File: config.mk
export PLATFORM = sky130hd
export DESIGN_NAME = prp_trailer_dup_control
export DESIGN_NICKNAME = d
export VERILOG_FILES = /design/src/hw/prp_pkg.sv /design/src/hw/prp_trailer_dup_control.sv
export SDC_FILE = /design/constraint.sdc
export NUM_CORES = 1
export LEC_CHECK = 0
export BUFFER_PORTS_ARGS = -buffer_cell sky130_fd_sc_hd__buf_4
export CAP_MARGIN = 20
export CORE_MARGIN = 2
export CORE_UTILIZATION = 58
export DETAILED_ROUTE_END_ITERATION = 7
export PLACE_DENSITY = 0.78
export SLEW_MARGIN = 10
export SYNTH_ARGS = -nofsm -noshare
export SYNTH_HDL_FRONTEND = slang
export SYNTH_SLANG_ARGS = --single-unit
export TNS_END_PERCENT = 100
File: constraint.sdc
create_clock -name clock_i -period 4.2 [get_ports clock_i]
set_clock_uncertainty 0.05 [all_clocks]
set_input_delay 0.84 -clock clock_i [delete_from_list [all_inputs] [get_ports clock_i]]
set_output_delay 0.84 -clock clock_i [all_outputs]
set_load 0.05 [all_outputs]
File: src/hw/prp_pkg.sv
/*
 Shared constants and carriers for the redundancy trailer and duplicate control block.
 Assumes a single 25 MHz system clock and a plain register port.
*/
package prp_pkg;
    localparam logic [7:0]  PRP_OFS_CONFIG   = 8'h00;
    localparam logic [7:0]  PRP_OFS_GROUP    = 8'h04;
    localparam logic [7:0]  PRP_OFS_SUFFIX   = 8'h08;
    localparam logic [7:0]  PRP_OFS_LANID    = 8'h0C;
    localparam logic [7:0]  PRP_OFS_SEQ      = 8'h10;
    localparam logic [7:0]  PRP_OFS_STAT_DUP = 8'h14;
    localparam logic [7:0]  PRP_OFS_STAT_STR = 8'h18;
    localparam logic [7:0]  PRP_OFS_STAT_TRL = 8'h1C;
    localparam int          PRP_POS_ENA      = 0;
    localparam int          PRP_POS_DUPACC   = 1;
    localparam int          PRP_POS_STRIP    = 2;
    localparam int          PRP_POS_MODE_LO  = 3;
    localparam int          PRP_POS_MODE_HI  = 4;
    localparam int          PRP_POS_LANB_LO  = 16;
    localparam logic [31:0] PRP_RST_CONFIG   = 32'h0000_0000;
    localparam logic [3:0]  PRP_RST_GROUP    = 4'h3;
    localparam logic [3:0]  PRP_RST_LANB     = 4'h2;
    localparam logic [15:0] PRP_RST_SUFFIX   = 16'h88FB;
    localparam logic [3:0]  PRP_RST_LANA_ID  = 4'hA;
    localparam logic [3:0]  PRP_RST_LANB_ID  = 4'hB;

    typedef enum logic [1:0] {
        PRP_MODE_GROUP_ONLY = 2'b00,
        PRP_MODE_GROUP_ANY  = 2'b01,
        PRP_MODE_DISABLED   = 2'b10,
        PRP_MODE_FORCED     = 2'b11
    } prp_mode_t;

    // per-frame transmit request from forwarding logic
    typedef struct packed {
        logic [3:0]  dest_mask;
        logic        is_bpdu;
        logic [10:0] frame_size;
    } prp_tx_req_t;

    // per-port trailer decision and contents
    typedef struct packed {
        logic [3:0]  append_mask;
        logic [15:0] seq_num;
        logic [3:0]  lan_id_a;
        logic [3:0]  lan_id_b;
        logic [3:0]  lan_b_sel;
        logic [10:0] frame_size;
        logic [15:0] suffix;
    } prp_tx_dec_t;

    // per-frame receive descriptor
    typedef struct packed {
        logic [3:0] rx_port;
        logic       is_bpdu;
        logic       is_ptp;
        logic       has_trailer;
        logic [3:0] src_port_mask;
        logic [3:0] lan_id;
        logic       is_dup;
    } prp_rx_req_t;

    typedef struct packed {
        logic strip;
        logic discard;
        logic dup_check;
    } prp_rx_dec_t;
endpackage

File: src/hw/prp_trailer_dup_control.sv
/*
 Redundancy trailer append/strip decisions and duplicate discard control.
 Assumes the forwarding logic presents one descriptor per frame, one cycle long,
 and the duplicate history lookup is done outside and reported as is_dup.
*/
// The register addresses and the strobed register port were chosen for this implementation.
`timescale 1ns/1ns
// Notes on behaviour
// - two-bit transmit mode at bits 4:3
// - mode 00: trailer only exactly both grouped
// - mode 01: trailer when both grouped reached
// - mode 10: never append trailer
// - mode 11: trailer on every grouped port the frame is sent to
// - bridge protocol frames never get trailer
// - ports outside group never get trailer
// - strip bit 2 removes trailer on group
// - strip only for known pair, lan match
// - duplicate check unaffected by strip bit
// - bridge and time frames never stripped
// - accept bit 1 skips duplicate detection
// - accept bit clear discards duplicates
// - bridge and time frames skip dup check
// - without support accept bit reads one
// - clearing enable clears statistics counters
// - four-bit mask names the redundant pair
// - select mask picks lan b port
module prp_trailer_dup_control
    import prp_pkg::*;
#(
    parameter bit PRP_SUPPORTED = 1'b1,
    parameter int CNT_W         = 32
) (
    input  wire logic        clock_i,
    input  wire logic        srst_i,
    input  wire logic [7:0]  reg_addr_i,
    input  wire logic [31:0] reg_wdata_i,
    input  wire logic        reg_wr_i,
    input  wire logic        reg_rd_i,
    output logic      [31:0] reg_rdata_o,
    input  wire logic        tx_valid_i,
    input  wire prp_tx_req_t tx_req_i,
    output logic             tx_dec_valid_o,
    output prp_tx_dec_t      tx_dec_o,
    input  wire logic        rx_valid_i,
    input  wire prp_rx_req_t rx_req_i,
    output logic             rx_dec_valid_o,
    output prp_rx_dec_t      rx_dec_o
);
    logic [31:0]      cfg_q,    cfg_d;
    logic [3:0]       group_q,  group_d;
    logic [3:0]       lanb_q,   lanb_d;
    logic [15:0]      suffix_q, suffix_d;
    logic [7:0]       lanid_q,  lanid_d;
    logic [15:0]      seq_q,    seq_d;
    logic [CNT_W-1:0] cnt_dup_q, cnt_dup_d;
    logic [CNT_W-1:0] cnt_str_q, cnt_str_d;
    logic [CNT_W-1:0] cnt_trl_q, cnt_trl_d;
    logic [31:0]      rdata_q,  rdata_d;
    logic             txv_q,    txv_d;
    prp_tx_dec_t      txd_q,    txd_d;
    logic             rxv_q,    rxv_d;
    prp_rx_dec_t      rxd_q,    rxd_d;

    prp_mode_t  mode;
    logic       ena;
    logic       dup_acc;
    logic       strip_en;
    logic [3:0] in_grp;
    logic       both;
    logic       only_grp;
    logic [3:0] app;
    logic       rx_on_grp;
    logic       special;
    logic       lan_ok;
    logic [3:0] exp_id;

    always_comb begin
        mode     = prp_mode_t'(cfg_q[PRP_POS_MODE_HI:PRP_POS_MODE_LO]);
        ena      = cfg_q[PRP_POS_ENA];
        dup_acc  = PRP_SUPPORTED ? cfg_q[PRP_POS_DUPACC] : 1'b1;
        strip_en = cfg_q[PRP_POS_STRIP];
        // group mask assumed to hold two bits; otherwise result undefined
        in_grp   = tx_req_i.dest_mask & group_q;
        both     = (in_grp == group_q);
        only_grp = ((tx_req_i.dest_mask & ~group_q) == 4'h0);
        app      = 4'h0;
        case (mode)
            PRP_MODE_GROUP_ONLY: app = (both && only_grp) ? group_q : 4'h0;
            PRP_MODE_GROUP_ANY:  app = both ? group_q : 4'h0;
            PRP_MODE_DISABLED:   app = 4'h0;
            PRP_MODE_FORCED:     app = in_grp;
            default:             app = 4'h0;
        endcase
        if (tx_req_i.is_bpdu || !ena) begin
            app = 4'h0;
        end
        app = app & group_q;

        rx_on_grp = |(rx_req_i.rx_port & group_q);
        special   = rx_req_i.is_bpdu || rx_req_i.is_ptp;
        exp_id    = |(rx_req_i.rx_port & lanb_q) ? lanid_q[7:4] : lanid_q[3:0];
        lan_ok    = (rx_req_i.lan_id == exp_id) &&
                    ((rx_req_i.src_port_mask & group_q) == group_q);
    end

    always_comb begin
        cfg_d     = cfg_q;
        group_d   = group_q;
        lanb_d    = lanb_q;
        suffix_d  = suffix_q;
        lanid_d   = lanid_q;
        seq_d     = seq_q;
        cnt_dup_d = cnt_dup_q;
        cnt_str_d = cnt_str_q;
        cnt_trl_d = cnt_trl_q;
        rdata_d   = 32'h0000_0000;

        txv_d = tx_valid_i;
        txd_d = txd_q;
        if (tx_valid_i) begin
            txd_d.append_mask = app;
            txd_d.seq_num     = seq_q;
            txd_d.lan_id_a    = lanid_q[3:0];
            txd_d.lan_id_b    = lanid_q[7:4];
            txd_d.lan_b_sel   = lanb_q & group_q;
            txd_d.frame_size  = tx_req_i.frame_size;
            txd_d.suffix      = suffix_q;
            if (|app) begin
                // one sequence number shared by both copies of a frame
                seq_d     = seq_q + 16'h0001;
                cnt_trl_d = cnt_trl_q + CNT_W'(1);
            end
        end

        rxv_d = rx_valid_i;
        rxd_d = rxd_q;
        if (rx_valid_i) begin
            rxd_d.strip     = ena && strip_en && rx_on_grp && !special &&
                              rx_req_i.has_trailer && lan_ok;
            // dup check ignores the strip bit entirely
            rxd_d.dup_check = ena && rx_on_grp && !dup_acc && !special;
            rxd_d.discard   = rxd_d.dup_check && rx_req_i.is_dup;
            if (rxd_d.discard) begin
                cnt_dup_d = cnt_dup_q + CNT_W'(1);
            end
            if (rxd_d.strip) begin
                cnt_str_d = cnt_str_q + CNT_W'(1);
            end
        end

        if (reg_wr_i) begin
            if (reg_addr_i == PRP_OFS_CONFIG) begin
                cfg_d = {27'h0, reg_wdata_i[4:0]};
                if (!PRP_SUPPORTED) begin
                    cfg_d[PRP_POS_DUPACC] = 1'b1;
                end
            end else if (reg_addr_i == PRP_OFS_GROUP) begin
                group_d = reg_wdata_i[3:0];
                lanb_d  = reg_wdata_i[PRP_POS_LANB_LO+3:PRP_POS_LANB_LO];
            end else if (reg_addr_i == PRP_OFS_SUFFIX) begin
                suffix_d = reg_wdata_i[15:0];
            end else if (reg_addr_i == PRP_OFS_LANID) begin
                lanid_d = reg_wdata_i[7:0];
            end
        end
        // counters held clear while disabled; this also wins over any event
        if (!cfg_d[PRP_POS_ENA]) begin
            cnt_dup_d = '0;
            cnt_str_d = '0;
            cnt_trl_d = '0;
        end

        if (reg_rd_i) begin
            if (reg_addr_i == PRP_OFS_CONFIG) begin
                rdata_d = {27'h0, cfg_q[4:2], dup_acc, cfg_q[0]};
            end else if (reg_addr_i == PRP_OFS_GROUP) begin
                rdata_d = {12'h0, lanb_q, 12'h0, group_q};
            end else if (reg_addr_i == PRP_OFS_SUFFIX) begin
                rdata_d = {16'h0, suffix_q};
            end else if (reg_addr_i == PRP_OFS_LANID) begin
                rdata_d = {24'h0, lanid_q};
            end else if (reg_addr_i == PRP_OFS_SEQ) begin
                rdata_d = {16'h0, seq_q};
            end else if (reg_addr_i == PRP_OFS_STAT_DUP) begin
                rdata_d = 32'(cnt_dup_q);
            end else if (reg_addr_i == PRP_OFS_STAT_STR) begin
                rdata_d = 32'(cnt_str_q);
            end else if (reg_addr_i == PRP_OFS_STAT_TRL) begin
                rdata_d = 32'(cnt_trl_q);
            end else begin
                rdata_d = 32'h0000_0000;
            end
        end
    end

    always_ff @(posedge clock_i) begin
        if (srst_i) begin
            cfg_q     <= PRP_SUPPORTED ? PRP_RST_CONFIG : (PRP_RST_CONFIG | 32'h0000_0002);
            group_q   <= PRP_RST_GROUP;
            lanb_q    <= PRP_RST_LANB;
            suffix_q  <= PRP_RST_SUFFIX;
            lanid_q   <= {PRP_RST_LANB_ID, PRP_RST_LANA_ID};
            seq_q     <= 16'h0000;
            cnt_dup_q <= '0;
            cnt_str_q <= '0;
            cnt_trl_q <= '0;
            rdata_q   <= 32'h0000_0000;
            txv_q     <= 1'b0;
            txd_q     <= '0;
            rxv_q     <= 1'b0;
            rxd_q     <= '0;
        end else begin
            cfg_q     <= cfg_d;
            group_q   <= group_d;
            lanb_q    <= lanb_d;
            suffix_q  <= suffix_d;
            lanid_q   <= lanid_d;
            seq_q     <= seq_d;
            cnt_dup_q <= cnt_dup_d;
            cnt_str_q <= cnt_str_d;
            cnt_trl_q <= cnt_trl_d;
            rdata_q   <= rdata_d;
            txv_q     <= txv_d;
            txd_q     <= txd_d;
            rxv_q     <= rxv_d;
            rxd_q     <= rxd_d;
        end
    end

    assign reg_rdata_o    = rdata_q;
    assign tx_dec_valid_o = txv_q;
    assign tx_dec_o       = txd_q;
    assign rx_dec_valid_o = rxv_q;
    assign rx_dec_o       = rxd_q;
endmodule

# Yosys cells after proc, flatten, opt, wreduce, memory -nomap -nowiden
# Index checks and enable logic that the tools add are counted.
# totals
reg_bits,245
input_bits,78
wordCells,105
# classes
reduce_logical,34
addsub,4
mux,15
bitwise_logic,13
eq_ne,13
# op_table
cell,count
"32-bit by 1-bit adder with 32-bit output, second input constant",3
32-bit 2-to-1 mux,3
20-bit 2-to-1 mux,4
"8-bit by 5-bit == test with 1-bit output, second input constant",4
4-bit AND,7
"16-bit by 1-bit adder with 16-bit output, second input constant",1
"8-bit by 4-bit == test with 1-bit output, second input constant",2
4-bit 2-to-1 mux,4
4-bit one-hot mux with 4 select lines,1
4-bit OR reduction,4
4-bit == test,3
1-bit logical AND,11
"8-bit by 3-bit == test with 1-bit output, second input constant",1
8-bit zero test,1
2-bit AND reduction,4
7-bit OR reduction,1
5-bit 2-to-1 mux,1
1-bit inverter,5
5-bit AND reduction,1
"2-bit == test, second input constant",2
4-bit zero test,1
4-bit inverter,1
4-bit AND reduction,1
2-bit OR reduction,2
other kinds (7),11

# Logic depth before layout (Yosys ltp)
# Gate-level depths: netlist (run 1).
# logic_depth
depth_word,10
mapped_depth,9
depth_no_buf,7

# Worst setup path before layout (run 1)
# No wires, ideal clock.
# synth_path
path_kind,input-to-reg
from,input port reg_addr_i[7]
to,register cnt_trl_q[2]
arrival_time_ns,2.888
stages,9
path_slack_ns,1.146
required_ns,4.034
path_cell_list,nor4_1 -> and4_1 -> clkbuf_1 -> mux2i_1 -> inv_1 -> buf_2 -> nand2_1 -> a21oi_1 -> a31o_2
# synth_via
elab_chain_cells,5
# synth_lines
element,line_no,source
"start, declared",prp_trailer_dup_control.sv:35,"input wire logic [7:0] reg_addr_i,"
8-bit zero test,prp_trailer_dup_control.sv:152,if (reg_addr_i == PRP_OFS_CONFIG) begin
1-bit 2-to-1 mux,prp_trailer_dup_control.sv:152,
1-bit 2-to-1 mux,prp_trailer_dup_control.sv:151,if (reg_wr_i) begin
1-bit inverter (no source line),n/a,
2-bit OR reduction (no source line),n/a,
"end signal, assigned",prp_trailer_dup_control.sv:221,cnt_trl_q <= cnt_trl_d;
"end, declared",prp_trailer_dup_control.sv:57,"logic [CNT_W-1:0] cnt_trl_q, cnt_trl_d;"
# Every way passes these cells.
# A chain may end at the register's enable or synchronous reset.

# Final worst setup path (run 1)
# layout_path
from,register group_q[2]
to,register cnt_trl_q[11]
# layout_via
elab_chain_cells,10
# layout_lines
element,line_no,source
"start, declared",prp_trailer_dup_control.sv:50,"logic [3:0] group_q, group_d;"
"start signal, assigned",prp_trailer_dup_control.sv:214,group_q <= group_d;
4-bit inverter,prp_trailer_dup_control.sv:85,only_grp = ((tx_req_i.dest_mask & ~group_q) == 4'h0);
4-bit AND,prp_trailer_dup_control.sv:85,
4-bit zero test,prp_trailer_dup_control.sv:85,
1-bit logical AND,prp_trailer_dup_control.sv:88,PRP_MODE_GROUP_ONLY: app = (both && only_grp) ? group_q : 4'h0;
4-bit 2-to-1 mux,prp_trailer_dup_control.sv:88,
4-bit one-hot mux with 4 select lines,prp_trailer_dup_control.sv:87,case (mode)
4-bit 2-to-1 mux,prp_trailer_dup_control.sv:94,if (tx_req_i.is_bpdu || !ena) begin
4-bit AND *,prp_trailer_dup_control.sv:97,app = app & group_q;
4-bit OR reduction *,prp_trailer_dup_control.sv:128,if (|app) begin
2-bit AND reduction (no source line) *,n/a,
# Mark *: on every way between the ends. The rest lies on a longest branch, timed or not.

==> results of run 1 <==
stage by stage:
stage / power, W / std cells / hold WS, ps / area, sq um
2_1_floorplan: 0.002595 / 1373 / 389.5 / 11580
3_3_place_gp: 0.002711 / 1732 / 399.6 / 12980
3_5_place_dp: 0.002716 / 1732 / 409.7 / 12980
4_1_cts: 0.005022 / 1780 / 418.3 / 13850
5_1_grt: 0.005142 / 1781 / 436.6 / 13860
6_report: 0.005007 / 1781 / 418.8 / 13860
layer usage:
| layer | vias up | share of wire (%) |
|---|---|---|
| li1 | 5183 | - |
| met5 | - | 0 |
| met1 | 5162 | 41 |
| met2 | 522 | 47 |
| met4 | 0 | 3.7 |
| met3 | 79 | 8.4 |
registers in the layout, indices dropped and copies added, names as in the netlist:
| signal | count |
|---|---|
| cfg_q | 5 |
| cnt_dup_q | 32 |
| cnt_str_q | 32 |
| cnt_trl_q | 32 |
| group_q | 4 |
| lanb_q | 4 |
| lanid_q | 8 |
| reg_rdata_o | 32 |
| rx_dec_o | 3 |
| rx_dec_valid_o | 1 |
| seq_q | 16 |
| suffix_q | 16 |
| tx_dec_o | 59 |
| tx_dec_valid_o | 1 |
worst register-to-register path, stage by stage (launching register included):
cell	delay [ps]
dfxtp_1	450
inv_1	140
a21oi_1	330
nor4_2	100
buf_4	220
or4_1	770
or4_1	510
a21oi_1	160
area by class of cell:
| type | count | area (sq um) |
|---|---|---|
| clock inverter | 6 | 82.58 |
| tap | 265 | 331.6 |
| sequential | 245 | 4905 |
| multi-input combinational | 1015 | 6261 |
| inverter | 26 | 97.59 |
| clock buffer | 42 | 792.0 |
| timing repair buffer | 182 | 1389 |
| fill | 1611 | 5668 |
power by group through the flow:
stage / combinational [W] / sequential [W] / clock, W
2_1_floorplan: 0.000127 / 0.00247 / 0
6_report: 0.000314 / 0.00235 / 0.00234
3_5_place_dp: 0.000311 / 0.00240 / 0
4_1_cts: 0.000312 / 0.00235 / 0.00236
3_3_place_gp: 0.000307 / 0.00240 / 0
5_1_grt: 0.000331 / 0.00235 / 0.00246
cells by family (layout without fill, tap and decap cells):
logic type      count (synthesis)  in the layout  synth area share, %
compound gates                231            231                12.81
xor+xnor                       41             41                3.102
fa+ha+maj                       4              4               0.4324
buf+inv                       113            256                3.869
flops                         245            245                42.37
mux                           108            108                10.61
simple gates                  631            631                26.81
layout by cell type, fill, tap and decap left out, types with 7 or more instances in the layout:
cell type and instances:
dfxtp_1 245, nor2_1 199, buf_4 179, nand2_1 132, mux2i_1 87, a21oi_1 84, nand3_1 51, nand4_1 43
nor3_1 34, o21ai_0 34, xnor2_1 28, clkbuf_16 27, nand2b_1 26, or3_1 26, inv_1 25, and3_1 25
or4_1 24, a31oi_1 19, nor2b_1 16, o31ai_1 16, a22oi_1 15, a41o_1 15, nor4_1 14, xor2_1 13
mux4_2 11, nand3b_1 10, clkbuf_1 9, and4_1 8, a211o_1 8, o22ai_1 7, mux2_2 7
synth_stat cells (13+ instances only):
cell type	count	area share, %
dfxtp_1	245	42
nor2_1	199	6.5
nand2_1	132	4.3
mux2i_1	89	7.7
a21oi_1	84	3.6
clkbuf_1	70	2.3
nand3_1	51	2.2
nand4_1	43	2.3
nor3_1	34	1.5
o21ai_0	34	1.5
xnor2_1	28	2.1
nand2b_1	26	1.4
or3_1	26	1.4
and3_1	25	1.4
inv_1	25	0.81
or4_1	24	1.6
a31oi_1	19	1.0
nor2b_1	16	0.86
nor4_1	16	0.86
o31ai_1	16	1.0
a22oi_1	15	0.97
a41o_1	15	1.3
xor2_1	13	0.98
worst paths after layout:
check                startpoint             to  slack [ps]  cells past startpoint
hold / removal    cnt_trl_q[31]  cnt_trl_q[31]         420                      2
setup reg to reg     group_q[2]  cnt_trl_q[11]        1400                      7
setup / recovery     group_q[2]  cnt_trl_q[11]        1400                      7
hold reg to reg   cnt_trl_q[31]  cnt_trl_q[31]         420                      2
==> results.md, run 1 <==
* Critical path type: reg2reg
* Ports at 174
* Max-slew violations at 0
* GR Util met3 at 4.340%
* Layout cells sized above 1 at 16.56%
* Worst path cell trace: inv_1 -> a21oi_1 -> nor4_2 -> buf_4 -> or4_1 -> or4_1 -> a21oi_1
* Syn Nets at 1455
* Wire length of the first global-routing pass at between 50000 and 60000 um
* #FFs+latches synth at 245
* Postcts setup bufs at 0
* CP max FO at 18
* Post-Syn Instances at 1373
* DR WL/cell at 18.85 um
* Internal power at 0.003867 W
* Min cycle time layout at approximately 2800 ps
* TritonCTS clock tree: yes
* Crit-path slowest cell: or4_1
* Largest net degree at the start of global routing at 82
* PostCTS Resize Cnt at 0
* Clk pin slew, worst setup/hold paths at 60 ps
* CP endpoint kind: flop
* Worst-Margin Slew at 968.5 ps
* Kind of cell adding the most delay to the critical path: simple AND/OR/NAND/NOR gates
* Met2 global-route usage at approximately 49%
* Clk sinks at 245
* Starting Density at 59.28%
* Clock group share of total power at 46.7%
* Antenna diodes at 0
* Worst EP arrival at 3200 ps
* Post-synthesis cell area at 11580 sq um
* Max Cap Viol at 0
* Root buffer cell: clkbuf_16
* Combinational cell fraction of total power at 6.3%
* Switching share of power at 22.77%
* Vias in the first global route at ~10000
* Critical Path RT at 4610 ps
* Post-synth cell types at 58
* Grt peak-use layer: met2
* Routability Congestion at 0.8931
* Antenna-violating nets left at 0
* Leakage power at ~5.4 nW
* RSZ-0062 raised after global routing: no
* Post-synth EDFFs at 0
* Total CTS buffers at 26
* Achievable Freq at 357.6 MHz
* Die Ht at approximately 150 um
* Setup Viol. Count Final at 0
* Max incr delay on CP at 770 ps
* # hold bufs at CTS at 0
* Mapped Avg Cell Area at 8.431 sq um
* Placement Setup Slack at 939.7 ps
* Top_reg_cell synth: dfxtp_1
* Fraction of registers with async set/reset at 0%
* DP Wirelength at roughly 23000 um
* Switch Pwr at 0.001140 W
* Via density at 6.146
* Worst min path class: reg2reg
* Port bufs at 161
* Final Hold Viols at 0
* Sequential share of the synthesized area at 42.37%
* Die X at 145.3 um
* PwrDens at 361.3 nW/um^2
* Post-Route WL at 33580 um
* Worst skew pair latency at 530 ps
* CTS Buffer Depth at 3
* GRT overflow at 0
* Worst path bufs/invs at 2
* Sequential Power Share at 47.0%
* Die ar. at 21100 sq um
* Initial antenna violation count at 0
* # nets final at 1578
* Final Core Density at 70.97%
* Setup ws final at 1404 ps
* DR DRC count at 0
* Area Growth Syn to Fin at 19.71%
* Core outline area at 19530 sq um
* Slew Limit Headroom at 35.43%
* Grt met1 use at about two fifths
* Tcrit/Tclk final at 66.58%
* Iteration-0 DRC Markers at 1085
* Via count at 10950
* FP Rows at 51
* YS warnings at 0
* VDD IR max at 0.0004086 V
* Total GRT Usage at between 30% and 40%
* Status: finished clean
* Type of origin of the critical path: flop
* Setup TNS at 0 ps
* DRT Pass-1 Iters at 8
* CTS H-tree lvls at 1
No activity file was read; power rests on OpenSTA's default activity.
==> run 2: changes to the inputs <==
Settings changed: CORE_UTILIZATION 58 to 52, PLACE_DENSITY 0.78 to 0.74.
Clock period 4.2 ns to 2.36 ns, I/O delays scaled along.
==> results.md, run 2 (synthesis gave the netlist of run 1 again) <==
* Critical path type: reg2reg (unchanged)
* Worst EP arrival at 2700 ps (was 3200 ps)
* Worst min path class: in2reg (was reg2reg)
* Clk pin slew, worst setup/hold paths at 70 ps (was 60 ps)
* Vias in the first global route at 10550 (was 9960)
* Total GRT Usage at 29.49% (was 30.44%)
* Leakage power at 5.947 nW (was 5.385 nW)
* Commonest cells after routing, fill and taps aside: buf_4 (275), dfxtp_1 (236), nor2_1 (199) (was dfxtp_1 (245), nor2_1 (199), buf_4 (179))
* PwrDens at 602.4 nW/um^2 (was 361.3 nW/um^2)
* Sequential Power Share at 46.7% (was 47.0%)
* Iteration-0 DRC Markers at 1001 (was 1085)
* Internal power at 0.006881 W (was 0.003867 W)
* Switching share of power at 23.35% (was 22.77%)
* DR DRC count at 0 (unchanged)
* Die X at 153.2 um (was 145.3 um)
* Setup Viol. Count Final at 0 (unchanged)
* Achievable Freq at 428.7 MHz (was 357.6 MHz)
* Ports at 174 (unchanged)
* Total CTS buffers at 26 (unchanged)
* Switch Pwr at 0.002096 W (was 0.001140 W)
* Min cycle time layout at 2333 ps (was 2796 ps)
* Post-Route WL at 35990 um (was 33580 um)
* Worst-Margin Slew at 989.5 ps (was 968.5 ps)
* Combinational cell fraction of total power at 6.7% (was 6.3%)
* Status: finished clean (unchanged)
* # hold bufs at CTS at 0 (unchanged)
* Die Ht at 153.2 um (was 145.3 um)
* Routability Congestion at 0.9647 (was 0.8931)
* CP max FO at 22 (was 18)
* Root buffer cell: clkbuf_16 (unchanged)
* VDD IR max at 0.0005649 V (was 0.0004086 V)
* Port bufs at 161 (unchanged)
* Critical Path RT at 2730 ps (was 4610 ps)
* Worst skew pair latency at 550 ps (was 530 ps)
* Via density at 6.051 (was 6.146)
* Type of origin of the critical path: flop (unchanged)
* CTS H-tree lvls at 1 (unchanged)
* Antenna-violating nets left at 0 (unchanged)
* Area Growth Syn to Fin at 28.73% (was 19.71%)
* Placed insts at 1841 (was 1732)
* CTS Buffer Depth at 3 (unchanged)
* Setup TNS at 0 ps (unchanged)
* Max reg flops at 59 (unchanged)
* Starting Density at 53.04% (was 59.28%)
* DP Wirelength at 25490 um (was 23480 um)
* Antenna diodes at 0 (unchanged)
* Most common library cell in the layout ignoring fill and taps: buf_4 (was dfxtp_1)
* Final Hold Viols at 0 (unchanged)
* CP endpoint kind: flop (unchanged)
* Die ar. at 23470 sq um (was 21100 sq um)
* Clock group share of total power at 46.7% (about the same)
* FP Rows at 54 (was 51)
* Core outline area at 21820 sq um (was 19530 sq um)
* Initial antenna violation count at 0 (unchanged)
* Slew Limit Headroom at 34.04% (was 35.43%)
* Largest net degree at the start of global routing at 119 (was 82)
* GRT overflow at 0 (unchanged)
* Final Core Density at 68.28% (was 70.97%)
* Count of non-filler cells in the finished layout at 1899 (was 1781)
* Wire length of the first global-routing pass at 56700 um (was 52470 um)
* DR WL/cell at 18.95 um (was 18.85 um)
* RSZ-0062 raised after global routing: yes (was no)
* FILL cells at 1768 (was 1611)
* TritonCTS clock tree: yes (unchanged)
* DRT Pass-1 Iters at 5 (was 8)
* Via count at 11490 (was 10950)
* PnR Total Power at 0.008977 W (was 0.005007 W)
* Layout cells sized above 1 at 23.78% (was 16.56%)
* Tcrit/Tclk final at 98.84% (was 66.58%)
* Max Cap Viol at 0 (unchanged)
* # nets final at 1682 (was 1578)
* Clk sinks at 245 (unchanged)
* Max-slew violations at 0 (unchanged)
run 2: worst max-delay path, stage by stage (launching register included):
cell and delay [ps]:
dfxtp_1 370, and4bb_2 300, o21ai_2 90, or4_4 530, mux2i_4 180, buf_4 150, buf_12 110, buf_16 160
nand4_1 120, mux2i_1 130
run 2: layout make-up:
class                      count  area, sq um  area share, %
timing repair buffer         286         2297          15.42
multi-input combinational   1015         6366          42.72
clock buffer                  41        777.0          5.214
tap                          280        350.3          2.351
sequential                   245         4916          32.99
inverter                      26        97.59         0.6549
clock inverter                 6        97.59         0.6549
run 2: worst paths after layout:
check	to	cells past startpoint	from	slack (ps)
max reg2reg	cnt_str_q[15]	9	cfg_q[0]	30
max	cnt_str_q[15]	9	cfg_q[0]	30
min reg2reg	rx_dec_o[1]	2	rx_dec_o[1]	420
min	lanb_q[1]	2	reg_wdata_i[17]	80
run 2: power by group through the flow:
| stage | logic, W | registers, W | clock network, W |
|---|---|---|---|
| after floorplan | 0.000228 | 0.00439 | 0 |
| after global placement | 0.000586 | 0.00428 | 0 |
| after detailed placement | 0.000593 | 0.00428 | 0 |
| after CTS | 0.000595 | 0.00419 | 0.00424 |
| after global routing | 0.000637 | 0.00419 | 0.00440 |
| final | 0.000601 | 0.00419 | 0.00419 |
run 2: what timing repair did:
action	CTS	global route
gates resized for setup	5	26
setup endpoints to repair	13	58
pin swaps	1	7
buffers inserted	1	8
gates cloned	1	1
run 2: per-stage QoR:
stage / setup slack [ps] / hold slack, ps / cell area, sq um
2_1_floorplan: 22.65 / 389.5 / 11630
3_3_place_gp: -140.1 / 401.3 / 13800
3_5_place_dp: -227.6 / 405.9 / 13800
4_1_cts: 13.34 / 70.39 / 14730
5_1_grt: -59.87 / 83.03 / 14900
6_report: 27.47 / 80.47 / 14900
run 2: routing by layer:
metal / track usage [%] / share of wire [%] / vias to the layer above
met4: 8.818 / 2.7 / 0
met2: 47.87 / 47 / 486
met3: 3.884 / 7.8 / 83
li1: - / - / 5388
met1: 41.15 / 42 / 5534
met5: 0 / 0 / -
